### config.mk
export PLATFORM = sky130hd
export DESIGN_NAME = ptid_top
export DESIGN_NICKNAME = d
export VERILOG_FILES = /design/src/hw/ptid_pkg.sv /design/src/hw/ptid_top.sv
export VERILOG_INCLUDE_DIRS = /design/src /design/src/hw
export SDC_FILE = /design/constraint.sdc
export NUM_CORES = 1
export LEC_CHECK = 0
export ABC_AREA = 1
export BUFFER_PORTS_ARGS = -buffer_cell sky130_fd_sc_hd__buf_2
export CAP_MARGIN = 10
export CORE_ASPECT_RATIO = 0.75
export CORE_MARGIN = 5
export CORE_UTILIZATION = 30
export CTS_CLUSTER_SIZE = 10
export DETAILED_ROUTE_END_ITERATION = 8
export GPL_TIMING_DRIVEN = 0
export PLACE_DENSITY = 0.55
export SKIP_LAST_GASP = 1
export SLEW_MARGIN = 20
export SYNTH_ARGS = -nofsm -noshare
export SYNTH_HDL_FRONTEND = slang
export SYNTH_SLANG_ARGS = --single-unit
### constraint.sdc
create_clock -name hclk -period 5.2 [get_ports hclk]
set_clock_uncertainty 0.2 [all_clocks]
set_input_delay 1.04 -clock hclk [delete_from_list [all_inputs] [get_ports hclk]]
set_output_delay 1.04 -clock hclk [all_outputs]
set_load 0.01 [all_outputs]
### src/hw/ptid_defines.svh
`ifndef PTID_DEFINES_SVH
`define PTID_DEFINES_SVH

// register byte offsets on the AHB-Lite slave
`define PTID_OFS_WIN_BASE 12'h1A4
`define PTID_OFS_WIN_BOUND 12'h1A8
`define PTID_OFS_ADDR_OFFSET 12'h1AC
`define PTID_OFS_CONTROL 12'h1B4
`define PTID_OFS_STATUS 12'h1F0

// control register field positions
`define PTID_CTL_ENABLE 31
`define PTID_CTL_POSTED 30
`define PTID_CTL_WIDTH_HI 23
`define PTID_CTL_WIDTH_LO 22
`define PTID_CTL_SPACE_HI 18
`define PTID_CTL_SPACE_LO 16
`define PTID_CTL_PROGRAM 14
`define PTID_CTL_SUPER 12
`define PTID_CTL_BLOCK 8
`define PTID_CTL_PCI_IO 0

// implemented control bits and reset value (max width 32-bit)
`define PTID_CTL_MASK 32'hC0C7_5101
`define PTID_CTL_RESET 32'h0080_0000

// base and offset hold bits 31..12 only
`define PTID_WIN_MASK 32'hFFFF_F000
`define PTID_WIN_RESET 32'h0000_0000
`define PTID_XLATE_LSB 12

// default bound granularity in address bits (4 KB)
`define PTID_BOUND_LSB 12

// AHB encodings used by the slave
`define PTID_HSIZE_WORD 3'h2
`define PTID_HRESP_OKAY 1'h0

`endif

### src/hw/ptid_pkg.sv
package ptid_pkg;

  typedef enum logic [2:0] {
    PTID_SPACE_A16 = 3'b000,
    PTID_SPACE_A24 = 3'b001,
    PTID_SPACE_A32 = 3'b010,
    PTID_SPACE_RSV3 = 3'b011,
    PTID_SPACE_RSV4 = 3'b100,
    PTID_SPACE_CRCSR = 3'b101,
    PTID_SPACE_USER1 = 3'b110,
    PTID_SPACE_USER2 = 3'b111
  } ptid_space_type;

  typedef enum logic [1:0] {
    PTID_WIDTH_8 = 2'b00,
    PTID_WIDTH_16 = 2'b01,
    PTID_WIDTH_32 = 2'b10,
    PTID_WIDTH_64 = 2'b11
  } ptid_width_type;

  // one PCI transaction address offered to the image
  typedef struct packed {
    logic valid;
    logic [31:0] addr;
    logic io_space;
    logic write;
  } ptid_pci_req_type;

  // decode result handed to the VMEbus master side
  typedef struct packed {
    logic valid;
    logic hit;
    logic [31:0] addr;
    ptid_space_type space;
    ptid_width_type width;
    logic am_program;
    logic am_supervisor;
    logic block;
    logic mblt;
    logic posted;
  } ptid_vme_req_type;

endpackage

### src/hw/ptid_top.sv
// How it works
// - base is the lowest decoded address
// - nonzero bound: hit needs address below bound
// - zero bound: no upper limit above base
// - image 4 bound compares at 4 KB
// - other images bound compares at 64 KB
// - VMEbus bits 31..12 are address plus offset
// - block select only for A24/A32, width up to 32
// - A24/A32 with 64-bit width allows multiplexed blocks
// - PCI I/O space forces coupled, ignores posted enable
// - posted write enable, resets to zero
// - max width codes 8/16/32/64, resets to 32
// - address space codes, 011 and 100 reserved
// - program select picks program or data modifier
// - privilege select picks supervisor or user modifier
// - block select forbids or allows block transfers
// - PCI space select picks memory or I/O
//
// Implementation choice: the AHB-Lite register port.
`timescale 1ns/1ps
`include "ptid_defines.svh"
module ptid_top #(
  parameter int unsigned BOUND_LSB = `PTID_BOUND_LSB
) (
  input wire logic hclk,
  input wire logic hresetn,
  input wire logic hsel,
  input wire logic [31:0] haddr,
  input wire logic [1:0] htrans,
  input wire logic hwrite,
  input wire logic [2:0] hsize,
  input wire logic [31:0] hwdata,
  input wire logic hready,
  output logic hreadyout,
  output logic hresp,
  output logic [31:0] hrdata,
  input wire ptid_pkg::ptid_pci_req_type pci_req,
  output ptid_pkg::ptid_vme_req_type vme_req
);
  import ptid_pkg::*;

  // bound keeps only the bits at or above its granularity
  localparam logic [31:0] BOUND_MASK = 32'hFFFF_FFFF << BOUND_LSB;

  // register storage, named after the image each one serves
  logic [31:0] image4_window_base;
  logic [31:0] image4_window_bound;
  logic [31:0] image4_address_offset;
  logic [31:0] image5_control;
  logic [15:0] hit_count;
  logic [15:0] miss_count;
  logic [31:0] status_word;

  // next values, also used by the read mux so a read right after a write sees it
  logic [31:0] next_window_base;
  logic [31:0] next_window_bound;
  logic [31:0] next_address_offset;
  logic [31:0] next_image_control;

  // AHB data phase bookkeeping
  logic wr_pending;
  logic [11:0] wr_addr;
  logic addr_phase;
  logic rd_take;
  logic wr_take;
  logic reg_page;
  logic [31:0] next_hrdata;

  // write selects, one per register, live in the data phase
  logic wr_base_sel;
  logic wr_bound_sel;
  logic wr_offset_sel;
  logic wr_control_sel;

  // control fields
  logic image_enable;
  logic posted_write_enable;
  ptid_width_type max_width_select;
  ptid_space_type address_space_select;
  logic program_data_select;
  logic privilege_select;
  logic block_transfer_select;
  logic pci_space_select;

  // decode terms
  logic space_is_a24_a32;
  logic space_legal;
  logic above_base;
  logic below_bound;
  logic window_hit;
  logic [19:0] xlate_high;

  // the registers sit in the lowest 4 KB page; other pages read zero
  assign reg_page = (haddr[31:12] == 20'h00000);
  assign addr_phase = hsel && hready && htrans[1];
  // only whole-word transfers change state; other sizes are taken but ignored
  assign wr_take = addr_phase && hwrite && (hsize == `PTID_HSIZE_WORD);
  assign rd_take = addr_phase && !hwrite;

  // capture the address of a write for its data phase
  always_ff @(posedge hclk or negedge hresetn) begin
    if (!hresetn) begin
      wr_pending <= 1'b0;
      wr_addr <= 12'h000;
    end else if (hready) begin
      wr_pending <= wr_take && reg_page;
      wr_addr <= haddr[11:0];
    end
  end

  // one select per register keeps the data phase decode flat
  assign wr_base_sel = wr_pending && (wr_addr == `PTID_OFS_WIN_BASE);
  assign wr_bound_sel = wr_pending && (wr_addr == `PTID_OFS_WIN_BOUND);
  assign wr_offset_sel = wr_pending && (wr_addr == `PTID_OFS_ADDR_OFFSET);
  assign wr_control_sel = wr_pending && (wr_addr == `PTID_OFS_CONTROL);

  // base write: the low bits are reserved and never stored
  always_comb begin
    next_window_base = image4_window_base;
    if (wr_base_sel) begin
      next_window_base = hwdata & `PTID_WIN_MASK;
    end
  end

  // bound write: bits under the granularity are dropped at the source
  always_comb begin
    next_window_bound = image4_window_bound;
    if (wr_bound_sel) begin
      next_window_bound = hwdata & `PTID_WIN_MASK & BOUND_MASK;
    end
  end

  // offset write: only the translated bits are kept
  always_comb begin
    next_address_offset = image4_address_offset;
    if (wr_offset_sel) begin
      next_address_offset = hwdata & `PTID_WIN_MASK;
    end
  end

  // control write: unimplemented bits are masked so they read zero
  always_comb begin
    next_image_control = image5_control;
    if (wr_control_sel) begin
      next_image_control = hwdata & `PTID_CTL_MASK;
    end
  end

  // base comes up cleared; the disabled enable keeps the image closed anyway
  always_ff @(posedge hclk or negedge hresetn) begin
    if (!hresetn) begin
      image4_window_base <= `PTID_WIN_RESET;
    end else begin
      image4_window_base <= next_window_base;
    end
  end

  // bound comes up cleared, which reads as no upper limit
  always_ff @(posedge hclk or negedge hresetn) begin
    if (!hresetn) begin
      image4_window_bound <= `PTID_WIN_RESET;
    end else begin
      image4_window_bound <= next_window_bound;
    end
  end

  // offset comes up cleared, so translation starts as identity
  always_ff @(posedge hclk or negedge hresetn) begin
    if (!hresetn) begin
      image4_address_offset <= `PTID_WIN_RESET;
    end else begin
      image4_address_offset <= next_address_offset;
    end
  end

  // control register: enable and posted clear, width starts at 32-bit
  always_ff @(posedge hclk or negedge hresetn) begin
    if (!hresetn) begin
      image5_control <= `PTID_CTL_RESET;
    end else begin
      image5_control <= next_image_control;
    end
  end

  // field extraction
  assign image_enable = image5_control[`PTID_CTL_ENABLE];
  assign posted_write_enable = image5_control[`PTID_CTL_POSTED];
  assign max_width_select = ptid_width_type'(
    image5_control[`PTID_CTL_WIDTH_HI:`PTID_CTL_WIDTH_LO]);
  assign address_space_select = ptid_space_type'(
    image5_control[`PTID_CTL_SPACE_HI:`PTID_CTL_SPACE_LO]);
  assign program_data_select = image5_control[`PTID_CTL_PROGRAM];
  assign privilege_select = image5_control[`PTID_CTL_SUPER];
  assign block_transfer_select = image5_control[`PTID_CTL_BLOCK];
  assign pci_space_select = image5_control[`PTID_CTL_PCI_IO];

  // status packs both counters so one read gives a consistent pair
  assign status_word = {miss_count, hit_count};

  // read mux; unmapped addresses read zero
  always_comb begin
    next_hrdata = 32'h0000_0000;
    if (!reg_page) begin
      next_hrdata = 32'h0000_0000;
    end else if (haddr[11:0] == `PTID_OFS_WIN_BASE) begin
      next_hrdata = next_window_base;
    end else if (haddr[11:0] == `PTID_OFS_WIN_BOUND) begin
      next_hrdata = next_window_bound;
    end else if (haddr[11:0] == `PTID_OFS_ADDR_OFFSET) begin
      next_hrdata = next_address_offset;
    end else if (haddr[11:0] == `PTID_OFS_CONTROL) begin
      next_hrdata = next_image_control;
    end else if (haddr[11:0] == `PTID_OFS_STATUS) begin
      next_hrdata = status_word;
    end
  end

  // read data is loaded at the address phase so the slave never waits
  always_ff @(posedge hclk or negedge hresetn) begin
    if (!hresetn) begin
      hrdata <= 32'h0000_0000;
    end else if (rd_take) begin
      hrdata <= next_hrdata;
    end
  end

  // zero wait state: the slave never stretches a transfer
  always_ff @(posedge hclk or negedge hresetn) begin
    if (!hresetn) begin
      hreadyout <= 1'b1;
    end else begin
      hreadyout <= 1'b1;
    end
  end

  // every response is OKAY; refused accesses are simply ignored
  always_ff @(posedge hclk or negedge hresetn) begin
    if (!hresetn) begin
      hresp <= `PTID_HRESP_OKAY;
    end else begin
      hresp <= `PTID_HRESP_OKAY;
    end
  end

  // window compare; base and bound have zero low bits so whole-address
  // compares equal the compare at the register granularity
  assign above_base = pci_req.addr >= image4_window_base;
  assign below_bound = (image4_window_bound == 32'h0000_0000)
    || ((pci_req.addr & BOUND_MASK) < image4_window_bound);

  // reserved space codes leave the image closed rather than guess a cycle
  assign space_legal = (address_space_select != PTID_SPACE_RSV3)
    && (address_space_select != PTID_SPACE_RSV4);

  // only the two wide address spaces carry block modes
  assign space_is_a24_a32 = (address_space_select == PTID_SPACE_A24)
    || (address_space_select == PTID_SPACE_A32);

  // a request on the other PCI space is never claimed
  assign window_hit = image_enable
    && (pci_req.io_space == pci_space_select)
    && space_legal && above_base && below_bound;

  // two's complement add of the upper bits; carry out wraps
  assign xlate_high = pci_req.addr[31:`PTID_XLATE_LSB]
    + image4_address_offset[31:`PTID_XLATE_LSB];

  // request qualifiers, registered one cycle after the request
  always_ff @(posedge hclk or negedge hresetn) begin
    if (!hresetn) begin
      vme_req.valid <= 1'b0;
      vme_req.hit <= 1'b0;
    end else begin
      vme_req.valid <= pci_req.valid;
      // hit is qualified by valid so an idle cycle never claims
      vme_req.hit <= pci_req.valid && window_hit;
    end
  end

  // translated address; the page offset passes through untouched
  always_ff @(posedge hclk or negedge hresetn) begin
    if (!hresetn) begin
      vme_req.addr <= 32'h0000_0000;
    end else begin
      vme_req.addr <= {xlate_high, pci_req.addr[`PTID_XLATE_LSB-1:0]};
    end
  end

  // cycle attributes follow the control register as it stands
  always_ff @(posedge hclk or negedge hresetn) begin
    if (!hresetn) begin
      vme_req.space <= PTID_SPACE_A16;
      vme_req.width <= PTID_WIDTH_8;
      vme_req.am_program <= 1'b0;
      vme_req.am_supervisor <= 1'b0;
    end else begin
      vme_req.space <= address_space_select;
      vme_req.width <= max_width_select;
      vme_req.am_program <= program_data_select;
      vme_req.am_supervisor <= privilege_select;
    end
  end

  // block modes; the select bit alone never forces a burst
  always_ff @(posedge hclk or negedge hresetn) begin
    if (!hresetn) begin
      vme_req.block <= 1'b0;
      vme_req.mblt <= 1'b0;
    end else begin
      // block select only counts for A24/A32 at widths up to 32 bits
      vme_req.block <= block_transfer_select && space_is_a24_a32
        && (max_width_select != PTID_WIDTH_64);
      // 64-bit A24/A32 may burst multiplexed whatever the block select says
      vme_req.mblt <= space_is_a24_a32 && (max_width_select == PTID_WIDTH_64);
    end
  end

  // I/O space transactions are always coupled
  always_ff @(posedge hclk or negedge hresetn) begin
    if (!hresetn) begin
      vme_req.posted <= 1'b0;
    end else begin
      vme_req.posted <= pci_req.write && posted_write_enable
        && !pci_space_select;
    end
  end

  // hit counter saturates so software sees a ceiling, not a wrap
  always_ff @(posedge hclk or negedge hresetn) begin
    if (!hresetn) begin
      hit_count <= 16'h0000;
    end else if (pci_req.valid && window_hit
      && (hit_count != 16'hFFFF)) begin
      hit_count <= hit_count + 16'h0001;
    end
  end

  // miss counter, also saturating; idle cycles count as neither
  always_ff @(posedge hclk or negedge hresetn) begin
    if (!hresetn) begin
      miss_count <= 16'h0000;
    end else if (pci_req.valid && !window_hit
      && (miss_count != 16'hFFFF)) begin
      miss_count <= miss_count + 16'h0001;
    end
  end

endmodule

Yosys cells after proc, flatten, opt, wreduce, memory -nomap -nowiden
Cells that the tools add are included.

Magnitude comparators: 2. Equal/unequal tests: 19. $add $sub $neg: 3. Reductions and logical operators: 31. Multiplexer cells: 10.

Operator list (count): $mux 32 (10); $eq 12x9->1 const B (9); $add 16x1->16 const B (2); $ge 32x32->1 (1); $logic_not 32->1 (1); $lt 32x32->1 (1); $ne 16x16->1 const B (2); $logic_and 1x1->1 (24); $add 20x20->20 (1); $logic_not 20->1 (1); $eq 3x2->1 const B (2); $eq 3x1->1 const B (1); $logic_not 1->1 (3); $ne 3x2->1 const B (1); $ne 3x3->1 const B (1); $eq 2x2->1 const B (1); $logic_or 1x1->1 (2); $ne 2x2->1 const B (1); $eq 1x1->1 (1).

Bits of input ports: 109. Flip-flop bits (word level): 249. Word-level logic and storage cells: 84. Output and inout port bits: 78.

Depth between registers and ports, before layout
Depth in word-level cells: 8. Gate-level depth with buffers: 18. Gate-level depth less buffers: 17.

Worst setup path after synthesis
Ideal clock, no wire load.

Kind: in2reg. Start: input port pci_req[14] (netlist bit). End: register vme_req[34] (netlist bit). Path slack: 2288 ps. Required time: 4921 ps. Stages: 9. Data arrival time: 2633 ps. Buffers on the path: 0. Cell sequence: ha_1 -> inv_1 -> fa_1 -> o21ai_0 -> a21oi_1 -> o21ai_0 -> nand3_1 -> nand2_1 -> xor2_1.

Longest elaborated chain between the ends: 1.

Ends and longest elaborated chain: start, declared (RTL line ptid_top.sv:37) `input wire ptid_pkg::ptid_pci_req_type pci_req,`; $add 20x20->20 (RTL line ptid_top.sv:265) `` assign xlate_high = pci_req.addr[31:`PTID_XLATE_LSB] ``; via xlate_high[12] (RTL line ptid_top.sv:91) `logic [19:0] xlate_high;`; end, declared (RTL line ptid_top.sv:38) `output ptid_pkg::ptid_vme_req_type vme_req`.

The timed path passes the listed nets, and every way through them passes these cells. A chain may end at the register's enable or synchronous reset.

Worst setup path after layout
Start: input port pci_req[15] (netlist bit). End: register hit_count[14].

Longest elaborated chain between the ends: 5.

Ends and longest elaborated chain: $ge 32x32->1 / $lt 32x32->1 (equally long branches) (RTL line ptid_top.sv:247, ptid_top.sv:249); $logic_and 1x1->1 / $logic_or 1x1->1 (equally long branches) (RTL line ptid_top.sv:262, ptid_top.sv:249); $logic_and 1x1->1 (*) (RTL line ptid_top.sv:262) `&& space_legal && above_base && below_bound;`; $logic_and 1x1->1 (*) (RTL line ptid_top.sv:332) `end else if (pci_req.valid && window_hit`; $logic_and 1x1->1 (*) (RTL line ptid_top.sv:333) `&& (hit_count != 16'hFFFF)) begin`; end signal, assigned (RTL line ptid_top.sv:334) `hit_count <= hit_count + 16'h0001;`; end, declared (RTL line ptid_top.sv:50) `logic [15:0] hit_count;`.

Every way passes the cells marked *; elsewhere a longest branch is shown, timed or not.

==> summary.txt <==
Number of buffers created by CTS: 29
Die W: 259 microns
Number of global-route vias before repair: 12113
IO Port Bufs: 173
Min Tclk post-route: 3.01 ns
PwrDens: 265 mW/mm^2
H-tree depth: 1
Reg clk slew, reported paths: 0.06 ns
Placer Congestion: 0.912
Min Hold Slack: 0.230 ns
Warnings from Yosys: 0
Worst-Skew Late Latency: 0.58 ns
Final hold violation count: 0
Fmax: 0.332 GHz
DP HPWL: 36200 microns
Unrepaired setup endpoints after global routing: no
Crit path launch type: primary input
Final #Nets: 2124
Type of the tightest min-delay check: in -> async
Maximum vdd drop: 0.236 mV
Share of layout cells above drive strength 1: 0.169
Syn nets: 1918
CTS tree: yes
Final ANT Viol Nets: 0
Synthesized area: 0.0139 sq mm
Clock Path Buffers: 3
Final Non-Filler Cells: 2558
Power, Total: 0.00435 W
DR pass1 iterations: 5
Worst Path Required: 5.46 ns
Worst EP arrival: 3.28 ns
EDFF count, synth: 0
Pleak: 9.08 nW
Die ar.: 0.0508 sq mm
CP Capture Type: flop
Final setup violation count: 0
Crit path kind: in -> reg
Max Slew Vio Count: 0
Asr flop ratio synth: 1.00
Initial core utilization: 0.303
Dominant synthesized flop cell: dfrtp_1
Worst slew pin tran: 0.735 ns
Antenna violations before repair: 4
#FFs+latches synth: 249
Cts hold-fix bufs: 0
Area grow syn2layout: 18.0%
Status: complete, no violations
Max Cap Violations: 0
Sequential share of the synthesized area: 0.448
Post-CTS setup buffers: 0
Max FO, Critical Path: 10
Vias/cell: 4.73
First-pass GRT wire length: 70100 microns
Pin count of the biggest net entering global routing: 89
Root buffer cell: clkbuf_16
Ports: 187
Final Instance Area: 0.0164 sq mm
Cell Rows: 68
Final wirelength: 45600 microns
Area after DPL: 0.0156 sq mm
Drt first-iter violations: 921
Slew margin rel.: 0.510
Distinct cells, synth: 50
Post-placement cell count: 2505
Std-Cell Core Area: 0.0459 sq mm
Chip Height: 196 microns
Drt wl/cell: 17.8 microns
Post-cts resize count: 0
Fin crit share: 0.579
Grt ovf: 0
Total negative slack: 0 ns
Syn Inst Count: 1735
Mean area per synthesized cell: 8.01 sq um
Global-route usage over all layers: 0.176
Total number of vias: 12107
CTS Sinks: 249
Remaining DRCs: 0
-- Yosys cell counts, drive strengths merged (2+ instances only) --
cell / number / area share
or2: 2 / 0.00090
nor2: 138 / 0.046
buf: 41 / 0.022
o221ai: 6 / 0.0038
xnor2: 8 / 0.0050
nand2: 475 / 0.13
o21a: 17 / 0.0092
nor3: 18 / 0.0098
a21oi: 111 / 0.044
conb: 2 / 0.00054
nand3: 84 / 0.032
inv: 282 / 0.076
o21ai: 109 / 0.039
nand4: 21 / 0.012
nor4: 11 / 0.0060
dfrtp: 248 / 0.45
nand3b: 2 / 0.0011
o21bai: 16 / 0.0086
o211ai: 3 / 0.0016
xor2: 40 / 0.025
o22ai: 3 / 0.0014
and2: 4 / 0.0018
a21o: 3 / 0.0016
clkbuf: 11 / 0.0030
ha: 73 / 0.066
-- state kept, by name, indices dropped and copies added (netlist names) --
name,flops
image4_window_base,32
hit_count,16
miss_count,16
wr_addr,12
wr_pending,1
image4_window_bound,32
image5_control,32
hrdata,32
image4_address_offset,32
vme_req,44
-- layout by cell type, fill, tap and decap left out, types with 3 or more instances in the layout --
master	synthesis	final
nand2_2	6	6
nor2_2	25	25
o21ai_0	67	67
nor3_2	7	7
o211ai_1	3	3
nor2_1	107	107
a21o_1	3	3
diode_2	0	4
inv_1	271	271
nand4_1	18	18
nor2_4	4	4
ha_1	73	73
clkbuf_1	11	29
nor3_1	10	10
xor2_1	40	40
clkbuf_16	0	29
o221ai_1	6	6
nand3_1	79	79
buf_6	7	7
nor4_1	10	10
o21bai_1	16	16
buf_4	12	12
o21ai_1	42	42
nand3_2	5	5
o22ai_1	3	3
xnor2_1	8	8
buf_2	20	192
inv_2	11	11
and2_1	4	4
a21oi_2	16	16
a21oi_1	95	95
dfrtp_1	248	248
nand2_1	468	468
o21a_1	17	17
-- where the power goes --
part | leakage, nW | internal, W | switching [W]
clock network | 0.392 | 0.00103 | 0.000842
registers | 3.07 | 0.00200 | 0.0000485
logic | 5.62 | 0.000151 | 0.000270
-- cell families (layout without fill, tap and decap cells) --
kind of cell,Yosys count,after routing,share of synthesized area
other,2,6,0.000540
AO/OA/AOI/OAI,271,271,0.111
flip-flops,249,249,0.448
XOR/XNOR,48,48,0.0302
AND/OR/NAND/NOR,756,756,0.240
adder cells (fa/ha/maj),74,74,0.0672
buffers and inverters,335,559,0.102
-- routing by layer --
layer / up-vias / GRT usage / part of all wire
li1: 5885 / - / -
met1: 5795 / 0.256 / 0.47
met2: 355 / 0.270 / 0.43
met3: 72 / 0.0359 / 0.070
met4: 0 / 0.0490 / 0.030
met5: - / 0 / 0
-- cell type report --
type,instances,area (sq um)
multi-input combinational,1151,6250
inverter,283,1060
sequential,249,6230
fill,4816,29500
tap,595,744
antenna,4,10.0
clock buffer,47,793
clock inverter,2,25.0
timing repair buffer,175,931
buffer,52,350
-- worst max-delay path, stage by stage --
cell and delay (ns):
buf_2 0.13, ha_1 0.30, nand2_1 0.06, inv_1 0.05, nand2_1 0.13, nor3_1 0.23, nand2_1 0.08, nand2_1 0.18
nand2_1 0.08, nand2_1 0.22, nand4_2 0.25, buf_2 0.28, o21bai_1 0.15, nand2_1 0.07
-- metrics by stage --
step | setup WS (ns) | util
after global routing | 2.03 | 0.357
after global placement | -1.90 | 0.338
final | 2.19 | 0.357
after floorplan | 2.29 | -
after detailed placement | 1.62 | 0.339
after CTS | 2.24 | 0.357
-- final timing paths --
path / from / cells after the start / endpoint / slack, ns
setup / recovery: pci_req[15] / 14 / hit_count[14] / 2.19
hold / removal: hresetn / 1 / vme_req[36] / 0.23
setup reg to reg: image4_window_base[13] / 14 / hit_count[14] / 2.43
hold reg to reg: image5_control[23] / 0 / vme_req[6] / 0.24
max in group asynchronous: hresetn / 3 / image4_address_offset[10] / 3.31
min in group hclk: image5_control[23] / 0 / vme_req[6] / 0.24
Power figures use the tool's default switching activity.
